<file path="config.mk">
export PLATFORM = sky130hd
export DESIGN_NAME = ees_status_bank
export DESIGN_NICKNAME = d
export VERILOG_FILES = /design/src/ees_pkg.sv /design/src/ees_status_bank.sv
export SDC_FILE = /design/constraint.sdc
export NUM_CORES = 1
export LEC_CHECK = 0
export CORE_MARGIN = 2
export CORE_UTILIZATION = 45
export CTS_CLUSTER_DIAMETER = 150
export DETAILED_ROUTE_END_ITERATION = 10
export DONT_BUFFER_PORTS = 1
export PLACE_DENSITY_LB_ADDON = 0.12
export RECOVER_POWER = 100
export SETUP_SLACK_MARGIN = 0.3
export SYNTH_ARGS = -nofsm -noshare
export SYNTH_HDL_FRONTEND = slang
export SYNTH_SLANG_ARGS = --single-unit
</file>
<file path="constraint.sdc">
create_clock -name CLK -period 3.4 [get_ports CLK]
set_input_delay 0.34 -clock CLK [delete_from_list [all_inputs] [get_ports CLK]]
set_output_delay 0.34 -clock CLK [all_outputs]
set_load 0.05 [all_outputs]
</file>
<file path="src/ees_pkg.sv">
/*
  Constants and types for the energy event status flag bank.
  Assumes a 25 MHz system clock and an AXI4-Lite register master.
*/
package ees_pkg;

  localparam int DATA_W = 32;
  localparam int ADDR_W = 8;

  // Register byte offsets
  localparam logic [7:0] ADDR_STATUS = 8'h00;
  localparam logic [7:0] ADDR_SIGN = 8'h04;
  localparam logic [7:0] ADDR_PULSE_CFG = 8'h08;
  localparam logic [7:0] ADDR_HARM_CFG = 8'h0C;
  localparam logic [7:0] ADDR_IRQ_MASK = 8'h10;

  // Status bit positions
  localparam int BIT_SUM1_FLIP = 9;
  localparam int BIT_FVAR_A_FLIP = 10;
  localparam int BIT_FVAR_B_FLIP = 11;
  localparam int BIT_FVAR_C_FLIP = 12;
  localparam int BIT_SUM2_FLIP = 13;
  localparam int BIT_PULSE_ONE = 14;
  localparam int BIT_PULSE_TWO = 15;
  localparam int BIT_PULSE_THREE = 16;
  localparam int BIT_DSP_DONE = 17;
  localparam int BIT_SUM3_FLIP = 18;
  localparam int BIT_HARM_READY = 19;
  localparam logic [31:0] STATUS_IMPL_MASK = 32'h000F_FE00;

  // Sign register bit positions
  localparam int BIT_PATH1_SIGN = 3;
  localparam int BIT_FVAR_A_SIGN = 4;
  localparam int BIT_FVAR_B_SIGN = 5;
  localparam int BIT_FVAR_C_SIGN = 6;
  localparam int BIT_PATH2_SIGN = 7;
  localparam int BIT_PATH3_SIGN = 8;

  // Harmonic config
  localparam int BIT_HARM_READY_TIMING = 1;
  localparam logic [31:0] HARM_CFG_IMPL_MASK = 32'h0000_0002;

  // Reset values
  localparam logic [31:0] STATUS_RESET = 32'h0000_0000;
  localparam logic [31:0] PULSE_CFG_RESET = 32'h0000_0000;
  localparam logic [31:0] HARM_CFG_RESET = 32'h0000_0000;
  localparam logic [31:0] IRQ_MASK_RESET = 32'h0000_0000;

  // Pulse sources selectable by a 3-bit field
  localparam int SEL_W = 3;
  localparam int SRC_NUM = 8;
  localparam int PATH_NUM = 3;

  // AXI responses
  localparam logic [1:0] RESP_OKAY = 2'h0;
  localparam logic [1:0] RESP_SLVERR = 2'h2;

  // Timing
  localparam int unsigned CLK_HZ = 25000000;
  localparam int unsigned HARM_SETTLE_MS = 750;
  localparam int unsigned HARM_SETTLE_CYC = HARM_SETTLE_MS * (CLK_HZ / 1000);

  // Pulse output configuration word, bit 0 at the bottom
  typedef struct packed {
    logic [19:0] rsvd;
    logic pulse_three_disable;
    logic pulse_two_disable;
    logic pulse_one_disable;
    logic [2:0] pulse_three_source;
    logic [2:0] pulse_two_source;
    logic [2:0] pulse_one_source;
  } ees_pulse_cfg_type;

  localparam logic [31:0] PULSE_CFG_IMPL_MASK = 32'h0000_0FFF;

  function automatic logic [31:0] strb_bits(input logic [3:0] strb);
    logic [31:0] m;
    m = 32'h0000_0000;
    for (int i = 0; i < 4; i++) begin
      m[i*8 +: 8] = {8{strb[i]}};
    end
    return m;
  endfunction : strb_bits

endpackage : ees_pkg

</file>
<file path="src/ees_status_bank.sv">
/*
  Event status flag bank with sign register, pulse output routing,
  harmonic ready timing and an AXI4-Lite slave.
  Assumes all inputs synchronous to CLK; event strobes are one-cycle pulses.
*/
// The placing of the registers and register access over AXI4-Lite were left to the implementer.
`timescale 1ns/1ps
`default_nettype none

// Functional notes
// - Path one sum sign flip sets bit 9
// - Path two sum sign flip sets bit 13
// - Path three sum sign flip sets bit 18
// - Phase A reactive sign flip sets bit 10
// - Phase B reactive sign flip sets bit 11
// - Phase C reactive sign flip sets bit 12
// - Pulse one falling edge sets bit 14
// - Pulse two falling edge sets bit 15
// - Pulse three falling edge sets bit 16
// - Pulse flags set even when pin disabled
// - Three-bit fields select each pulse source
// - Processing cycle completion sets bit 17
// - Timing bit zero: every harmonic update flags
// - Timing bit one: flag after 750 ms
// - Bits above 19 read zero
module ees_status_bank #(
  parameter int unsigned HARM_SETTLE_CYCLES = ees_pkg::HARM_SETTLE_CYC
) (
  input wire logic CLK,
  input wire logic RST_N,
  input wire logic [7:0] S_AXI_AWADDR,
  input wire logic S_AXI_AWVALID,
  output logic S_AXI_AWREADY,
  input wire logic [31:0] S_AXI_WDATA,
  input wire logic [3:0] S_AXI_WSTRB,
  input wire logic S_AXI_WVALID,
  output logic S_AXI_WREADY,
  output logic [1:0] S_AXI_BRESP,
  output logic S_AXI_BVALID,
  input wire logic S_AXI_BREADY,
  input wire logic [7:0] S_AXI_ARADDR,
  input wire logic S_AXI_ARVALID,
  output logic S_AXI_ARREADY,
  output logic [31:0] S_AXI_RDATA,
  output logic [1:0] S_AXI_RRESP,
  output logic S_AXI_RVALID,
  input wire logic S_AXI_RREADY,
  input wire logic [7:0] PULSE_CAND_N,
  input wire logic [7:0] SUM_SIGN_CAND,
  input wire logic [2:0] FUND_REACTIVE_SIGN,
  input wire logic DSP_CYCLE_DONE,
  input wire logic HARM_UPDATE,
  input wire logic HARM_SETUP,
  output logic [2:0] PULSE_OUT_N,
  output logic IRQ
);

  // Software visible registers
  logic [31:0] status_reg;
  logic [31:0] status_next;
  ees_pkg::ees_pulse_cfg_type pulse_cfg_reg;
  logic [31:0] harm_cfg_reg;
  logic [31:0] irq_mask_reg;
  logic [2:0] path_sign_reg;
  logic [2:0] fvar_sign_reg;
  logic [31:0] sign_word;

  // AXI state
  logic aw_hold_reg;
  logic [7:0] aw_addr_reg;
  logic w_hold_reg;
  logic [31:0] w_data_reg;
  logic [3:0] w_strb_reg;
  logic awready_reg;
  logic wready_reg;
  logic bvalid_reg;
  logic [1:0] bresp_reg;
  logic arready_reg;
  logic rvalid_reg;
  logic [31:0] rdata_reg;
  logic [1:0] rresp_reg;

  // Pulse paths
  logic [ees_pkg::SEL_W-1:0] path_sel [ees_pkg::PATH_NUM];
  logic [2:0] path_disable;
  logic [2:0] path_pulse_n;
  logic [2:0] path_sum_sign;
  logic [2:0] pulse_prev_reg;
  logic [2:0] pulse_fall;
  logic [2:0] path_sign_flip;
  logic [2:0] fvar_sign_flip;

  // Harmonic settle timer
  logic [31:0] harm_cnt_reg;
  logic harm_run_reg;
  logic harm_settled_reg;
  logic harm_ready_set;

  logic aw_fire;
  logic w_fire;
  logic ar_fire;
  logic do_write;
  logic wr_hit;
  logic [31:0] wr_mask;
  logic [31:0] set_vec;
  logic [31:0] clr_vec;
  logic [31:0] wr_strb_mask;
  logic [31:0] rd_word;
  logic rd_known;
  logic wr_known;

  assign aw_fire = S_AXI_AWVALID && awready_reg;
  assign w_fire = S_AXI_WVALID && wready_reg;
  assign ar_fire = S_AXI_ARVALID && arready_reg;
  assign do_write = aw_hold_reg && w_hold_reg && !bvalid_reg;
  assign wr_strb_mask = ees_pkg::strb_bits(w_strb_reg);
  assign wr_mask = wr_strb_mask & w_data_reg;

  // Word decode shared by both channels; address bits 1:0 ignored
  function automatic logic addr_known(input logic [7:0] addr);
    logic [7:0] word_addr;
    word_addr = {addr[7:2], 2'h0};
    return (word_addr == ees_pkg::ADDR_STATUS) || (word_addr == ees_pkg::ADDR_SIGN) ||
           (word_addr == ees_pkg::ADDR_PULSE_CFG) || (word_addr == ees_pkg::ADDR_HARM_CFG) ||
           (word_addr == ees_pkg::ADDR_IRQ_MASK);
  endfunction : addr_known

  assign rd_known = addr_known(S_AXI_ARADDR);
  assign wr_known = addr_known(aw_addr_reg);

  assign path_sel[0] = pulse_cfg_reg.pulse_one_source;
  assign path_sel[1] = pulse_cfg_reg.pulse_two_source;
  assign path_sel[2] = pulse_cfg_reg.pulse_three_source;
  assign path_disable = {pulse_cfg_reg.pulse_three_disable, pulse_cfg_reg.pulse_two_disable,
                         pulse_cfg_reg.pulse_one_disable};

  // Per-path pulse routing, edge detection and sum sign tracking
  // A source change can look like an edge or a flip; not suppressed
  for (genvar i = 0; i < ees_pkg::PATH_NUM; i++) begin : g_path
    assign path_pulse_n[i] = PULSE_CAND_N[path_sel[i]];
    assign path_sum_sign[i] = SUM_SIGN_CAND[path_sel[i]];
    assign pulse_fall[i] = pulse_prev_reg[i] && !path_pulse_n[i];
    assign path_sign_flip[i] = DSP_CYCLE_DONE && (path_sum_sign[i] != path_sign_reg[i]);
    assign fvar_sign_flip[i] = DSP_CYCLE_DONE && (FUND_REACTIVE_SIGN[i] != fvar_sign_reg[i]);

    always_ff @(posedge CLK) begin
      if (!RST_N) begin
        pulse_prev_reg[i] <= 1'b1;
        PULSE_OUT_N[i] <= 1'b1;
      end else begin
        pulse_prev_reg[i] <= path_pulse_n[i];
        // Disabled pin idles high; the flag path above ignores the disable
        PULSE_OUT_N[i] <= path_disable[i] ? 1'b1 : path_pulse_n[i];
      end
    end

    always_ff @(posedge CLK) begin
      if (!RST_N) begin
        path_sign_reg[i] <= 1'b0;
        fvar_sign_reg[i] <= 1'b0;
      end else if (DSP_CYCLE_DONE) begin
        path_sign_reg[i] <= path_sum_sign[i];
        fvar_sign_reg[i] <= FUND_REACTIVE_SIGN[i];
      end
    end
  end : g_path

  // Harmonic settle timer, restarted by each setup
  always_ff @(posedge CLK) begin
    if (!RST_N) begin
      harm_cnt_reg <= 32'h0000_0000;
      harm_run_reg <= 1'b0;
      harm_settled_reg <= 1'b0;
    end else if (HARM_SETUP) begin
      harm_cnt_reg <= 32'h0000_0000;
      harm_run_reg <= 1'b1;
      harm_settled_reg <= 1'b0;
    end else if (harm_run_reg) begin
      if (harm_cnt_reg == 32'(HARM_SETTLE_CYCLES - 1)) begin
        harm_run_reg <= 1'b0;
        harm_settled_reg <= 1'b1;
      end else begin
        harm_cnt_reg <= harm_cnt_reg + 32'h0000_0001;
      end
    end
  end

  assign harm_ready_set = HARM_UPDATE &&
    (!harm_cfg_reg[ees_pkg::BIT_HARM_READY_TIMING] || harm_settled_reg);

  // Event set vector
  always_comb begin
    set_vec = 32'h0000_0000;
    set_vec[ees_pkg::BIT_SUM1_FLIP] = path_sign_flip[0];
    set_vec[ees_pkg::BIT_SUM2_FLIP] = path_sign_flip[1];
    set_vec[ees_pkg::BIT_SUM3_FLIP] = path_sign_flip[2];
    set_vec[ees_pkg::BIT_FVAR_A_FLIP] = fvar_sign_flip[0];
    set_vec[ees_pkg::BIT_FVAR_B_FLIP] = fvar_sign_flip[1];
    set_vec[ees_pkg::BIT_FVAR_C_FLIP] = fvar_sign_flip[2];
    set_vec[ees_pkg::BIT_PULSE_ONE] = pulse_fall[0];
    set_vec[ees_pkg::BIT_PULSE_TWO] = pulse_fall[1];
    set_vec[ees_pkg::BIT_PULSE_THREE] = pulse_fall[2];
    set_vec[ees_pkg::BIT_DSP_DONE] = DSP_CYCLE_DONE;
    set_vec[ees_pkg::BIT_HARM_READY] = harm_ready_set;
  end

  assign wr_hit = do_write && (aw_addr_reg == ees_pkg::ADDR_STATUS);
  assign clr_vec = wr_hit ? wr_mask : 32'h0000_0000;
  // Set wins over a clear in the same cycle
  assign status_next = ((status_reg & ~clr_vec) | set_vec) & ees_pkg::STATUS_IMPL_MASK;

  always_ff @(posedge CLK) begin
    if (!RST_N) begin
      status_reg <= ees_pkg::STATUS_RESET;
    end else begin
      status_reg <= status_next;
    end
  end

  // Sign register view
  always_comb begin
    sign_word = 32'h0000_0000;
    sign_word[ees_pkg::BIT_PATH1_SIGN] = path_sign_reg[0];
    sign_word[ees_pkg::BIT_FVAR_A_SIGN] = fvar_sign_reg[0];
    sign_word[ees_pkg::BIT_FVAR_B_SIGN] = fvar_sign_reg[1];
    sign_word[ees_pkg::BIT_FVAR_C_SIGN] = fvar_sign_reg[2];
    sign_word[ees_pkg::BIT_PATH2_SIGN] = path_sign_reg[1];
    sign_word[ees_pkg::BIT_PATH3_SIGN] = path_sign_reg[2];
  end

  // Read data for the address on the read channel
  always_comb begin
    unique case ({S_AXI_ARADDR[7:2], 2'h0})
      ees_pkg::ADDR_STATUS: rd_word = status_reg;
      ees_pkg::ADDR_SIGN: rd_word = sign_word;
      ees_pkg::ADDR_PULSE_CFG: rd_word = pulse_cfg_reg;
      ees_pkg::ADDR_HARM_CFG: rd_word = harm_cfg_reg;
      ees_pkg::ADDR_IRQ_MASK: rd_word = irq_mask_reg;
      default: rd_word = 32'h0000_0000;
    endcase
  end

  // Read/write configuration registers with byte strobes
  always_ff @(posedge CLK) begin
    if (!RST_N) begin
      pulse_cfg_reg <= ees_pkg::PULSE_CFG_RESET;
      harm_cfg_reg <= ees_pkg::HARM_CFG_RESET;
      irq_mask_reg <= ees_pkg::IRQ_MASK_RESET;
    end else if (do_write) begin
      unique case (aw_addr_reg)
        ees_pkg::ADDR_PULSE_CFG: begin
          pulse_cfg_reg <= ((pulse_cfg_reg & ~ees_pkg::strb_bits(w_strb_reg)) |
                            (w_data_reg & ees_pkg::strb_bits(w_strb_reg)))
                           & ees_pkg::PULSE_CFG_IMPL_MASK;
        end
        ees_pkg::ADDR_HARM_CFG: begin
          harm_cfg_reg <= ((harm_cfg_reg & ~ees_pkg::strb_bits(w_strb_reg)) |
                           (w_data_reg & ees_pkg::strb_bits(w_strb_reg)))
                          & ees_pkg::HARM_CFG_IMPL_MASK;
        end
        ees_pkg::ADDR_IRQ_MASK: begin
          irq_mask_reg <= ((irq_mask_reg & ~ees_pkg::strb_bits(w_strb_reg)) |
                           (w_data_reg & ees_pkg::strb_bits(w_strb_reg)))
                          & ees_pkg::STATUS_IMPL_MASK;
        end
        default: begin
        end
      endcase
    end
  end

  // Level interrupt from unmasked sticky flags
  always_ff @(posedge CLK) begin
    if (!RST_N) begin
      IRQ <= 1'b0;
    end else begin
      IRQ <= |(status_reg & irq_mask_reg);
    end
  end

  // Write address and data capture, either order
  always_ff @(posedge CLK) begin
    if (!RST_N) begin
      aw_hold_reg <= 1'b0;
      aw_addr_reg <= 8'h00;
      awready_reg <= 1'b0;
    end else if (aw_fire) begin
      aw_hold_reg <= 1'b1;
      aw_addr_reg <= {S_AXI_AWADDR[7:2], 2'h0};
      awready_reg <= 1'b0;
    end else if (do_write) begin
      aw_hold_reg <= 1'b0;
    end else if (!aw_hold_reg && !bvalid_reg) begin
      awready_reg <= 1'b1;
    end
  end

  always_ff @(posedge CLK) begin
    if (!RST_N) begin
      w_hold_reg <= 1'b0;
      w_data_reg <= 32'h0000_0000;
      w_strb_reg <= 4'h0;
      wready_reg <= 1'b0;
    end else if (w_fire) begin
      w_hold_reg <= 1'b1;
      w_data_reg <= S_AXI_WDATA;
      w_strb_reg <= S_AXI_WSTRB;
      wready_reg <= 1'b0;
    end else if (do_write) begin
      w_hold_reg <= 1'b0;
    end else if (!w_hold_reg && !bvalid_reg) begin
      wready_reg <= 1'b1;
    end
  end

  // Write response
  always_ff @(posedge CLK) begin
    if (!RST_N) begin
      bvalid_reg <= 1'b0;
      bresp_reg <= ees_pkg::RESP_OKAY;
    end else if (do_write) begin
      bvalid_reg <= 1'b1;
      // Unmapped writes change nothing but are refused
      bresp_reg <= wr_known ? ees_pkg::RESP_OKAY : ees_pkg::RESP_SLVERR;
    end else if (S_AXI_BREADY && bvalid_reg) begin
      bvalid_reg <= 1'b0;
    end
  end

  // Read address acceptance, closed while data is pending
  always_ff @(posedge CLK) begin
    if (!RST_N) begin
      arready_reg <= 1'b0;
    end else if (ar_fire) begin
      arready_reg <= 1'b0;
    end else if (!rvalid_reg) begin
      arready_reg <= 1'b1;
    end
  end

  // Read data valid until the master takes it
  always_ff @(posedge CLK) begin
    if (!RST_N) begin
      rvalid_reg <= 1'b0;
    end else if (ar_fire) begin
      rvalid_reg <= 1'b1;
    end else if (rvalid_reg && S_AXI_RREADY) begin
      rvalid_reg <= 1'b0;
    end
  end

  // Read data and response, captured as the address is taken
  always_ff @(posedge CLK) begin
    if (!RST_N) begin
      rdata_reg <= 32'h0000_0000;
      rresp_reg <= ees_pkg::RESP_OKAY;
    end else if (ar_fire) begin
      rdata_reg <= rd_word;
      rresp_reg <= rd_known ? ees_pkg::RESP_OKAY : ees_pkg::RESP_SLVERR;
    end
  end

  assign S_AXI_AWREADY = awready_reg;
  assign S_AXI_WREADY = wready_reg;
  assign S_AXI_BVALID = bvalid_reg;
  assign S_AXI_BRESP = bresp_reg;
  assign S_AXI_ARREADY = arready_reg;
  assign S_AXI_RVALID = rvalid_reg;
  assign S_AXI_RDATA = rdata_reg;
  assign S_AXI_RRESP = rresp_reg;

endmodule : ees_status_bank

`default_nettype wire

</file>
# Word level (Yosys, flattened, before mapping)
# Index checks and enable logic that the tools add are counted.
[word_totals]
input_bits = 81
output_inout_bits = 45
word_cells = 156
reg_bits = 154
[op_classes]
n_bitwise = 15
reduce_logical = 58
magnitude_cmp = 3
n_addsub = 1
muxes = 26
eq_ne = 15
[ops]
columns = ["op", "count"]
rows = [
  ["$pmux 20 s5", 1],
  ["$and 20x20->20", 4],
  ["$not 20->20", 2],
  ["$or 20x20->20", 2],
  ["$add 32x1->32 const B", 1],
  ["$eq 32x25->1 const B", 1],
  ["$reduce_or 32->1", 1],
  ["$eq 6x2->1 const B", 4],
  ["$logic_and 1x1->1", 20],
  ["$mux 20", 1],
  ["$bmux 1 s3", 6],
  ["$mux 1", 16],
  ["$reduce_and 2->1", 7],
  ["$reduce_or 2->1", 7],
  ["$and 12x12->12", 1],
  ["$eq 6x1->1 const B", 2],
  ["$eq 6x3->1 const B", 2],
  ["$logic_not 6->1", 2],
  ["$lt 3x4->1 const B", 3],
  ["$or 12x12->12", 1],
  ["$logic_or 1x1->1", 9],
  ["$logic_not 8->1", 1],
  ["$reduce_bool 2->1", 4],
  ["$logic_not 1->1", 7],
  ["other kinds (5)", 13],
]

# Depth between registers and ports, before layout
# Gate-level depths: netlist of the first run.
[logic_depth]
word_depth = 7
ltp_mapped = 7
mapped_depth_nobuf = 5

# Worst setup path before layout of the first run
# OpenSTA, ideal clock, no wires.
[synth_timing]
path_type = "flip-flop to flip-flop"
startpoint = "reg bvalid_reg (netlist: S_AXI_BVALID)"
endpoint = "reg status_reg[18]"
arrival_ns = 1.857
path_stages_with_launch = 5
path_slack_ns = 1.421
synth_period_minus_slack_ns = 1.979
setup_ns = 0.122
t_required_ns = 3.278
path_buffers = 0
path_cell_list = "dfxtp_1 > nand3b_1 > nor4_1 > a21boi_1 > a221o_1"
[synth_via]
elab_chain_cells = 7
[synth_rtl]
columns = ["element", "line_no", "text"]
rows = [
  ["start: declaration", "ees_status_bank.sv:76", "logic bvalid_reg;"],
  ["start signal: assignment", "ees_status_bank.sv:319", "bvalid_reg <= 1'b0;"],
  ["start signal: assignment", "ees_status_bank.sv:322", "bvalid_reg <= 1'b1;"],
  ["start signal: assignment", "ees_status_bank.sv:326", "bvalid_reg <= 1'b0;"],
  ["$logic_not 1->1", "ees_status_bank.sv:115", "assign do_write = aw_hold_reg && w_hold_reg && !bvalid_reg;"],
  ["$logic_and 1x1->1", "ees_status_bank.sv:115", ""],
  ["$logic_and 1x1->1", "ees_status_bank.sv:207", "assign wr_hit = do_write && (aw_addr_reg == ees_pkg::ADDR_STATUS);"],
  ["$mux 20", "ees_status_bank.sv:208", "assign clr_vec = wr_hit ? wr_mask : 32'h0000_0000;"],
  ["$not 20->20", "ees_status_bank.sv:210", "assign status_next = ((status_reg & ~clr_vec) | set_vec) & ees_pkg::STATUS_IMPL_MASK;"],
  ["$and 20x20->20", "ees_status_bank.sv:210", ""],
  ["$or 20x20->20", "ees_status_bank.sv:210", ""],
  ["end signal: assignment", "ees_status_bank.sv:214", "status_reg <= ees_pkg::STATUS_RESET;"],
  ["end signal: assignment", "ees_status_bank.sv:216", "status_reg <= status_next;"],
  ["end: declaration", "ees_status_bank.sv:59", "logic [31:0] status_reg;"],
]
# No other way between the ends.
# A chain may end at the register's enable or synchronous reset.

# Final worst setup path of the first run
[layout_timing]
startpoint = "reg harm_cnt_reg[3]"
endpoint = "reg harm_cnt_reg[27]"
[layout_via]
elab_chain_cells = 3
elab_cells_between_ends = 4
classes_between = "add/sub: 1; eq/ne: 1; bitwise: 1; reduce/logical: 1"
[layout_rtl]
columns = ["element", "line_no", "text"]
rows = [
  ["start: declaration", "ees_status_bank.sv:94", "logic [31:0] harm_cnt_reg;"],
  ["start signal: assignment", "ees_status_bank.sv:183", "harm_cnt_reg <= harm_cnt_reg + 32'h0000_0001;"],
  ["parallel branches: the longest is 3 deep, another holds $add 32x1->32", "--", ""],
]
# Parallel ways; which one is timed is not known.

==> impl_results.md, run 1 <==
- Run status: complete, but fails checks
- Violated checks: capacitance limit, slew limit
- Final net count: 765
- Syn Inst Count: between 600 and 700
- Register area: approximately 2800 sq um
- YS warnings: 0
- Achievable Freq: around 380 MHz
- DRC violations left: 0
- Max Slew Vio Count: 46
- Drt pass-1 iters: 5
- Antenna violations before repair: 1
- Hold Buf Count CTS: 0
- Final wirelength: 15.30 mm
- # IOs: 126
- Startpoint types: register
- Worst-path fanout max: 29
- # rows: between 40 and 50
- DIE WIDTH: approximately 120 um
- Detailed Place HPWL: 11.36 mm
- Top cells by count, synth: dfxtp_1 (140), nand2_1 (104), a21oi_1 (68)
- Setup Buffers After CTS: 0
- Fin crit share: 0.7755
- CTS tree: yes
- Via count of the first global-routing pass: 4,874
- CTS clk-pin slew, worst paths: about 0.060 ns
- GRT Overall Usage: 0.2155
- # port buffers: 0
- WL/cell: between 15 and 20 um
- Initial DRC Count: 358
- Most common cell in the netlist: dfxtp_1
- Setup Viol. Count Final: 0
- Die area: 14,820 sq um
- Fillers: between 1,000 and 1,500
- Cell area after placement: around 6300 sq um
- RSZ-0062 raised after global routing: false
- Yosys top cell area share: 0.4493
- Worst-skew pair later-pin latency: between 0.4 and 0.5 ns
- Critical Path End Type: register
- Die height: approximately 120 um
- Via density: around 5.7
- Setup Skew: approximately 0.008 ns
- Slew HR: -0.2755
- Vias: ~5,000
- Share of cells above drive strength 1: 0.07471
- Root Buffer: clkbuf_16
- Footprint of the multi-input gates: 3134 sq um
- Average footprint of a synthesized cell: ~9 sq um
- Clk sinks: 140
- Initial Utilization: 0.4547
- Gr ovfl total: 0
- First-pass GRT wire length: roughly 25 mm
- CTS H-tree lvls: 4
- Max-cap violations: 1
- Netlist Area Pre-Place: 6238 sq um
- Maximum clock insertion buffer count: 2
- Register area share after synthesis: 0.4493
- Yosys reg bits: between 100 and 150
- Pleak: approximately 2.3 nW
- Count of unique library cells instantiated by Yosys: 55
- Worst vdd ir: roughly 0.47 mV
- Fin area: between 6000 and 7000 sq um
- Async S/R FF share, synth: 0
- Final hold viol count: 0
- Post-synth EDFFs: 0
- Core area: approximately 14,000 sq um
- CTS Buf Count: 17
- Dominant cell type by area after synthesis: dfxtp_1
- Largest net degree at the start of global routing: 46
- Post-layout min period: around 2.6 ns
- Pwr per Cell Area: around 550 nW/um^2
- Worst-Margin Slew: roughly 1.9 ns
- Most common flop cell mapped by yosys: dfxtp_1
- Final ANT Viol Nets: 0
- Critical Path RT: 3.73 ns
- Leading post-synthesis cells by cell area: dfxtp_1 (45%), nand2_1 (6.3%), mux2i_1 (5.9%)
- Hold slack: roughly 0.017 ns
- Crit path kind: register to register
- P&R area growth vs syn: 9.787%
- Crit path DAT: 2.97 ns
- Post_cts resized: 0
- GPL Wtd Cong: 0.8343
- Setup TNS: 0 ns
- Worst hold path class: input pin to register
-- report_power, final --
group	internal, mW	total (mW)	switching (mW)	leakage (nW)
combinational	0.0628	0.187	0.125	0.878
clock	1.03	1.80	0.766	0.283
sequential	1.69	1.76	0.0756	1.14
total	2.79	3.75	0.966	2.30
-- layout make-up --
type                            instances  area share
Antenna cell                            1   0.0003654
Clock inverter                         15     0.02357
Sequential cell                       140      0.4092
Inverter                               16    0.008769
Tap cell                              180     0.03288
Timing Repair Buffer                    7    0.005480
Clock buffer                           17     0.06211
Multi-Input combinational cell        501      0.4576
-- layout by cell type (no fill, tap or decap), types with 3 or more instances in the layout --
master | netlist | final
dfxtp_1 | 140 | 140
nand2_1 | 104 | 104
a21oi_1 | 68 | 68
nor2_1 | 44 | 44
mux2i_1 | 37 | 37
o21ai_0 | 5 | 24
or4_1 | 18 | 19
nand3_1 | 19 | 19
nand4_1 | 16 | 17
clkbuf_16 | 0 | 17
o31ai_1 | 16 | 16
inv_1 | 15 | 15
a22oi_1 | 14 | 14
conb_1 | 1 | 14
nor4_1 | 10 | 12
mux4_2 | 12 | 12
and4_1 | 8 | 8
nand2b_1 | 8 | 8
o21ai_1 | 26 | 7
nor3_1 | 7 | 7
xnor2_1 | 6 | 6
xor2_1 | 6 | 6
clkinv_4 | 0 | 5
a21o_1 | 4 | 4
a21bo_1 | 4 | 4
a222oi_1 | 4 | 4
or3_1 | 4 | 4
clkbuf_1 | 34 | 4
and2_0 | 0 | 3
and3_1 | 3 | 3
a211oi_1 | 3 | 3
a21boi_0 | 0 | 3
a31oi_1 | 3 | 3
inv_8 | 0 | 3
buf_4 | 14 | 3
-- logic make-up after synthesis --
| kind of cell | after synthesis | share of synthesized area |
|---|---|---|
| adders and majority gates | 1 | 0.002005 |
| and+or+nand+nor | 262 | 0.2154 |
| buffers and inverters | 69 | 0.05114 |
| AOI/OAI and AO/OA | 163 | 0.1621 |
| DFF | 140 | 0.4493 |
| muxes | 49 | 0.1027 |
| other | 1 | 0.0006011 |
| xor gates and xnor gates | 12 | 0.01685 |
-- path summary, 6_finish.rpt --
kind | from | endpoint | slack (ns) | cells past startpoint
max | harm_cnt_reg[3] | harm_cnt_reg[27] | 0.76 | 4
min | DSP_CYCLE_DONE | path_sign_reg[0] | 0.02 | 1
max reg2reg | harm_cnt_reg[3] | harm_cnt_reg[27] | 0.76 | 4
min reg2reg | pulse_prev_reg[2] | status_reg[16] | 0.43 | 2
-- through the flow --
stage | power, mW | utilization | instances | setup WS, ns
floorplan | 1.967 | - | 710 | 1.421
global route | 3.902 | 0.4990 | 876 | 0.5579
detailed placement | 1.993 | 0.4596 | 844 | 1.158
finish | 3.752 | 0.4992 | 877 | 0.7633
global placement | 1.987 | 0.4596 | 844 | 1.168
CTS | 3.794 | 0.5024 | 876 | 1.156
-- worst max-delay path, stage by stage (launching register included) --
cell and delay, ns:
dfxtp_1 0.44, nand4_1 0.31, or4_1 1.01, or4_1 0.64, a21oi_1 0.15
-- layer usage --
layer / wire length [um] / part of all wire / global-route usage
met2: 7483 / 0.49 / 0.3565
met1: 6738 / 0.44 / 0.2634
met4: 245 / 0.016 / 0.08261
met3: 835 / 0.055 / 0.06601
met5: 0 / 0 / 0
Power figures use the tool's default switching activity.
==> inputs of run 2 (changes only) <==
Clock period 3.4 ns to 2.39 ns, I/O delays scaled along.
==> run 2 against run 1 <==
Effect of this change:
- the run now ends clean
- total power is 43% higher
- clock power grew 39%
- worst hold slack lost 0.0028 ns
- fmax is 26% higher
- clock skew fell by 0.0011 ns
- wire length rose by 7.1%
- largest power group unchanged
- design area rose by 7.8%
- largest cell class unchanged
- utilization increased by 3.9 points
==> impl_results.md, run 2 (same netlist as run 1, synthesis figures left out) <==
- Largest net degree at the start of global routing: 42 (was 46)
- Pleak: 2.536 nW (was 2.299 nW)
- Critical Path RT: 2.66 ns (was 3.73 ns)
- Vias: 5,341 (was 5,018)
- Max-cap violations: 0 (was 1)
- Max Slew Vio Count: 0 (was 46)
- Commonest non-fill, non-tap cell in the layout: dfxtp_1 (unchanged)
- Worst-path fanout max: 8 (was 29)
- Crit path DAT: 2.37 ns (was 2.97 ns)
- Hold slack: 0.01463 ns (was 0.01745 ns)
- Setup Viol. Count Final: 0 (unchanged)
- Inst Count DP: 858 (was 844)
- Worst-Margin Slew: 1.101 ns (was 1.913 ns)
- GRT Overall Usage: 0.2249 (was 0.2155)
- Root Buffer: clkbuf_16 (unchanged)
- Maximum clock insertion buffer count: 2 (unchanged)
- # IOs: 126 (unchanged)
- Clk sinks: 140 (unchanged)
- CTS tree: yes (unchanged)
- CTS Buf Count: 17 (unchanged)
- CTS H-tree lvls: 4 (unchanged)
- Slew HR: 0.2650 (was -0.2755)
- Achievable Freq: 477.6 MHz (was 379.3 MHz)
- WL/cell: 17.53 um (was 17.45 um)
- Via count of the first global-routing pass: 5,056 (was 4,874)
- GPL Wtd Cong: 0.8141 (was 0.8343)
- Final wirelength: 16.40 mm (was 15.30 mm)
- Gr ovfl total: 0 (unchanged)
- Initial Utilization: 0.4547 (unchanged)
- Setup Skew: 0.006962 ns (was 0.008019 ns)
- Worst slack, placed: 0.2015 ns (was 1.158 ns)
- Final ANT Viol Nets: 0 (unchanged)
- Run status: finished clean (was complete, but fails checks)
- Initial DRC Count: 357 (was 358)
- Startpoint types: register (unchanged)
- Share of cells above drive strength 1: 0.08621 (was 0.07471)
- Commonest cells after routing, fill and taps aside: dfxtp_1 (136), nand2_1 (103), a21oi_1 (68) (was dfxtp_1 (140), nand2_1 (104), a21oi_1 (68))
- Crit-path slowest cell: or3_1 (was or4_1)
- Setup TNS: 0 ns (unchanged)
- # rows: 43 (unchanged)
- CP Buf/Inv Count: 1 (was 0)
- Worst-skew pair later-pin latency: 0.42 ns (about the same)
- Antenna violations before repair: 1 (unchanged)
- Die height: 121.7 um (unchanged)
- # port buffers: 0 (unchanged)
- Worst Slack Setup Final: 0.2962 ns (was 0.7633 ns)
- Fin crit share: 0.8761 (was 0.7755)
- CP Cell Sequence: or3_1, nor4_4, clkbuf_1, mux2i_1, nor2_1 (was nand4_1, or4_1, or4_1, a21oi_1)
- Worst vdd ir: 0.4835 mV (was 0.4683 mV)
- DRC violations left: 0 (unchanged)
- Worst hold path class: input pin to register (unchanged)
- Critical Path End Type: register (unchanged)
- Detailed Place HPWL: 11.41 mm (was 11.36 mm)
- P&R area growth vs syn: 18.33% (was 9.787%)
- RSZ-0062 raised after global routing: true (was false)
- Pwr per Cell Area: 725.0 nW/um^2 (was 547.8 nW/um^2)
- Post-Layout Cell Count: 935 (was 877)
- Post-layout min period: 2.094 ns (was 2.637 ns)
- Die area: 14,820 sq um (unchanged)
- Final net count: 824 (was 765)
- Drt pass-1 iters: 5 (unchanged)
- Core area: 13,720 sq um (unchanged)
- Final hold viol count: 0 (unchanged)
- Family with the most delay on the worst path: simple AND/OR/NAND/NOR gates (unchanged)
- Slowest stage delay, CP: 0.50 ns (was 1.01 ns)
- Final total power: 5.352 mW (was 3.752 mW)
- First-pass GRT wire length: 25.72 mm (was 24.70 mm)
- DIE WIDTH: 121.7 um (unchanged)
- Crit path kind: register to register (unchanged)
- Via density: 5.712 (was 5.722)
- CTS clk-pin slew, worst paths: 0.06 ns (about the same)
- Setup Buffers After CTS: 0 (unchanged)
==> run 2: what timing repair did <==
item / CTS / global route
hold endpoints to repair: 53 / 0
pin swaps: 1 / 1
hold buffers: 43 / 0
cloned: 0 / 2
endpoints found under the setup margin: 11 / 13
resized for setup: 0 / 8
==> run 2: worst register-to-register path, cell delays in order (launching register included) <==
cell and delay, ns:
dfxtp_1 0.32, or3_1 0.50, nor4_4 0.33, clkbuf_1 0.47
mux2i_1 0.28, nor2_1 0.05
==> run 2: cell type report <==
cell class	count	area, sq um
sequential	140	2808
timing repair buffer	64	541.8
inverter	16	60.06
fill	1295	6337
antenna	1	2.502
clock buffer	17	425.4
tap	180	225.2
clock inverter	14	135.1
multi-input combinational	503	3184
==> run 2: where the power goes <==
part | total, mW | internal (mW) | switching, mW | leakage, nW
clock | 2.50 | 1.44 | 1.06 | 0.275
combinational | 0.376 | 0.141 | 0.235 | 1.12
sequential | 2.48 | 2.40 | 0.0735 | 1.14
==> run 2: routing by layer <==
| metal | wire length (um) | up-vias | track usage |
|---|---|---|---|
| li1 | - | 2619 | - |
| met1 | 6940 | 2548 | 0.2725 |
| met2 | 8068 | 145 | 0.3687 |
| met3 | 998 | 29 | 0.07022 |
| met4 | 387 | 0 | 0.09698 |
| met5 | 0 | - | 0 |
==> run 2: stage by stage <==
stage / area [sq um] / utilization
CTS: 7402 / 0.5395
floorplan: 6287 / -
finish: 7382 / 0.5381
detailed placement: 6411 / 0.4673
global route: 7380 / 0.5379
global placement: 6411 / 0.4673
==> run 2: final timing paths <==
path / from / endpoint / slack, ns / cells past startpoint
hold / removal: HARM_UPDATE / status_reg[19] / 0.01 / 2
hold reg to reg: pulse_prev_reg[2] / status_reg[16] / 0.44 / 2
setup reg to reg: aw_addr_reg[7] / register / 0.30 / 5
setup / recovery: aw_addr_reg[7] / register / 0.30 / 5
==> inputs of run 3 (changes only) <==
Settings changed: MAX_ROUTING_LAYER from default to met4.
==> run 3 against run 2 <==
Effect of this change:
- first-iteration DRC count rose by 1.1%
- register-to-register slack about the same
- combinational power barely moved
- flip-flop and latch count unchanged
- clock-buffer cell count unchanged
==> impl_results.md, run 3 (same netlist as run 1, synthesis figures left out) <==
- Run status: finished clean (unchanged)
- Maximum clock insertion buffer count: 2 (unchanged)
- RSZ-0062 raised after global routing: true (unchanged)
- Via count of the first global-routing pass: 5,042 (was 5,056)
- Critical Path RT: 2.67 ns (was 2.66 ns)
- Antenna violations before repair: 1 (unchanged)
- Share of cells above drive strength 1: 0.08621 (unchanged)
- Setup Viol. Count Final: 0 (unchanged)
- DRC violations left: 0 (unchanged)
- WL/cell: 17.57 um (was 17.53 um)
- Slew HR: 0.2445 (was 0.2650)
- Fin crit share: 0.8753 (was 0.8761)
- Achievable Freq: 478.0 MHz (was 477.6 MHz)
- Root Buffer: clkbuf_16 (unchanged)
- # IOs: 126 (unchanged)
- First-pass GRT wire length: 25.77 mm (was 25.72 mm)
- Setup Buffers After CTS: 0 (unchanged)
- Max Slew Vio Count: 0 (unchanged)
- Crit path DAT: 2.37 ns (about the same)
- Crit path kind: register to register (unchanged)
- Initial DRC Count: 361 (was 357)
- Vias: 5,377 (was 5,341)
- Largest net degree at the start of global routing: 42 (unchanged)
- Final wirelength: 16.43 mm (was 16.40 mm)
- Drt pass-1 iters: 5 (unchanged)
- Core area: 13,720 sq um (unchanged)
- Inst Count DP: 858 (unchanged)
- Detailed Place HPWL: 11.41 mm (unchanged)
- Clk sinks: 140 (unchanged)
- Die height: 121.7 um (unchanged)
- Setup TNS: 0 ns (unchanged)
- CTS Buf Count: 17 (unchanged)
- Critical Path End Type: register (unchanged)
- Post-layout min period: 2.092 ns (was 2.094 ns)
- Commonest non-fill, non-tap cell in the layout: dfxtp_1 (unchanged)
- Pwr per Cell Area: 725.8 nW/um^2 (was 725.0 nW/um^2)
- P&R area growth vs syn: 18.33% (unchanged)
- Initial Utilization: 0.4547 (unchanged)
- Gr ovfl total: 0 (unchanged)
- Hold slack: 0.01110 ns (was 0.01463 ns)
- Die area: 14,820 sq um (unchanged)
- Pleak: 2.536 nW (unchanged)
- Worst Slack Setup Final: 0.2980 ns (was 0.2962 ns)
- CTS H-tree lvls: 4 (unchanged)
- Fillers: 1,294 (was 1,295)
- Worst-path fanout max: 8 (unchanged)
- Final ANT Viol Nets: 0 (unchanged)
- GRT Overall Usage: 0.2317 (was 0.2249)
- Setup Skew: 0.01107 ns (was 0.006962 ns)
- Final hold viol count: 0 (unchanged)
- Worst vdd ir: 0.4849 mV (was 0.4835 mV)
- Worst slack, placed: 0.2015 ns (unchanged)
- Startpoint types: register (unchanged)
- GPL Wtd Cong: 0.8262 (was 0.8141)
- Via density: 5.751 (was 5.712)
- CTS clk-pin slew, worst paths: 0.06 ns (about the same)
- DIE WIDTH: 121.7 um (unchanged)
- Worst-skew pair later-pin latency: 0.43 ns (was 0.42 ns)
- Final net count: 824 (unchanged)
- Commonest cells after routing, fill and taps aside: dfxtp_1 (136), nand2_1 (103), a21oi_1 (68) (unchanged)
- Post-Layout Cell Count: 935 (unchanged)
- Worst hold path class: input pin to register (unchanged)
- CTS tree: yes (unchanged)
- Final total power: 5.358 mW (was 5.352 mW)
- # rows: 43 (unchanged)
- # port buffers: 0 (unchanged)
- Worst-Margin Slew: 1.132 ns (was 1.101 ns)
- Max-cap violations: 0 (unchanged)
## run 3: metal layers
metal	routed length, um	up-vias	track usage
li1	-	2625	-
met1	7087	2575	0.2757
met2	8049	146	0.3691
met3	878	31	0.06554
met4	415	0	0.09698
met5	0	-	-
## run 3: where the power goes
group          total (mW)  internal [mW]  switching [mW]
registers            2.48           2.40          0.0740
clock network        2.50           1.44            1.06
logic               0.377          0.141           0.235
total                5.36           3.99            1.37
## run 3: timing repair
item | 4_1_cts | 5_1_grt
hold endpoints to repair | 53 | 0
gates resized for setup | 0 | 8
hold buffers | 43 | 0
endpoints found under the setup margin | 11 | 13
gates cloned | 0 | 2
pin swaps | 1 | 1
## run 3: layout make-up
class                      instances  area (sq um)  share of cell area
sequential                       140          2808              0.3803
timing repair buffer              64         541.8             0.07339
inverter                          16         60.06            0.008136
clock inverter                    14         135.1             0.01831
multi-input combinational        503          3184              0.4314
antenna                            1         2.502           0.0003390
clock buffer                      17         425.4             0.05763
tap                              180         225.2             0.03051
## run 3: critical path, cell delays in order, from the launching register on
cell and delay, ns:
dfxtp_1 0.32, or3_1 0.50, nor4_4 0.33, clkbuf_1 0.47, mux2i_1 0.28, nor2_1 0.05
## run 3: final timing paths
check,startpoint,end,slack (ns),cells past startpoint
max,aw_addr_reg[7],register,0.30,5
min,HARM_UPDATE,status_reg[19],0.01,2
max reg2reg,aw_addr_reg[7],register,0.30,5
min reg2reg,pulse_prev_reg[2],status_reg[16],0.44,2
## run 3: through the flow
| stage | instance area [sq um] | util |
|---|---|---|
| after global placement | 6411 | 0.4673 |
| after CTS | 7402 | 0.5395 |
| after floorplan | 6287 | - |
| final | 7382 | 0.5381 |
| after global routing | 7382 | 0.5381 |
| after detailed placement | 6411 | 0.4673 |
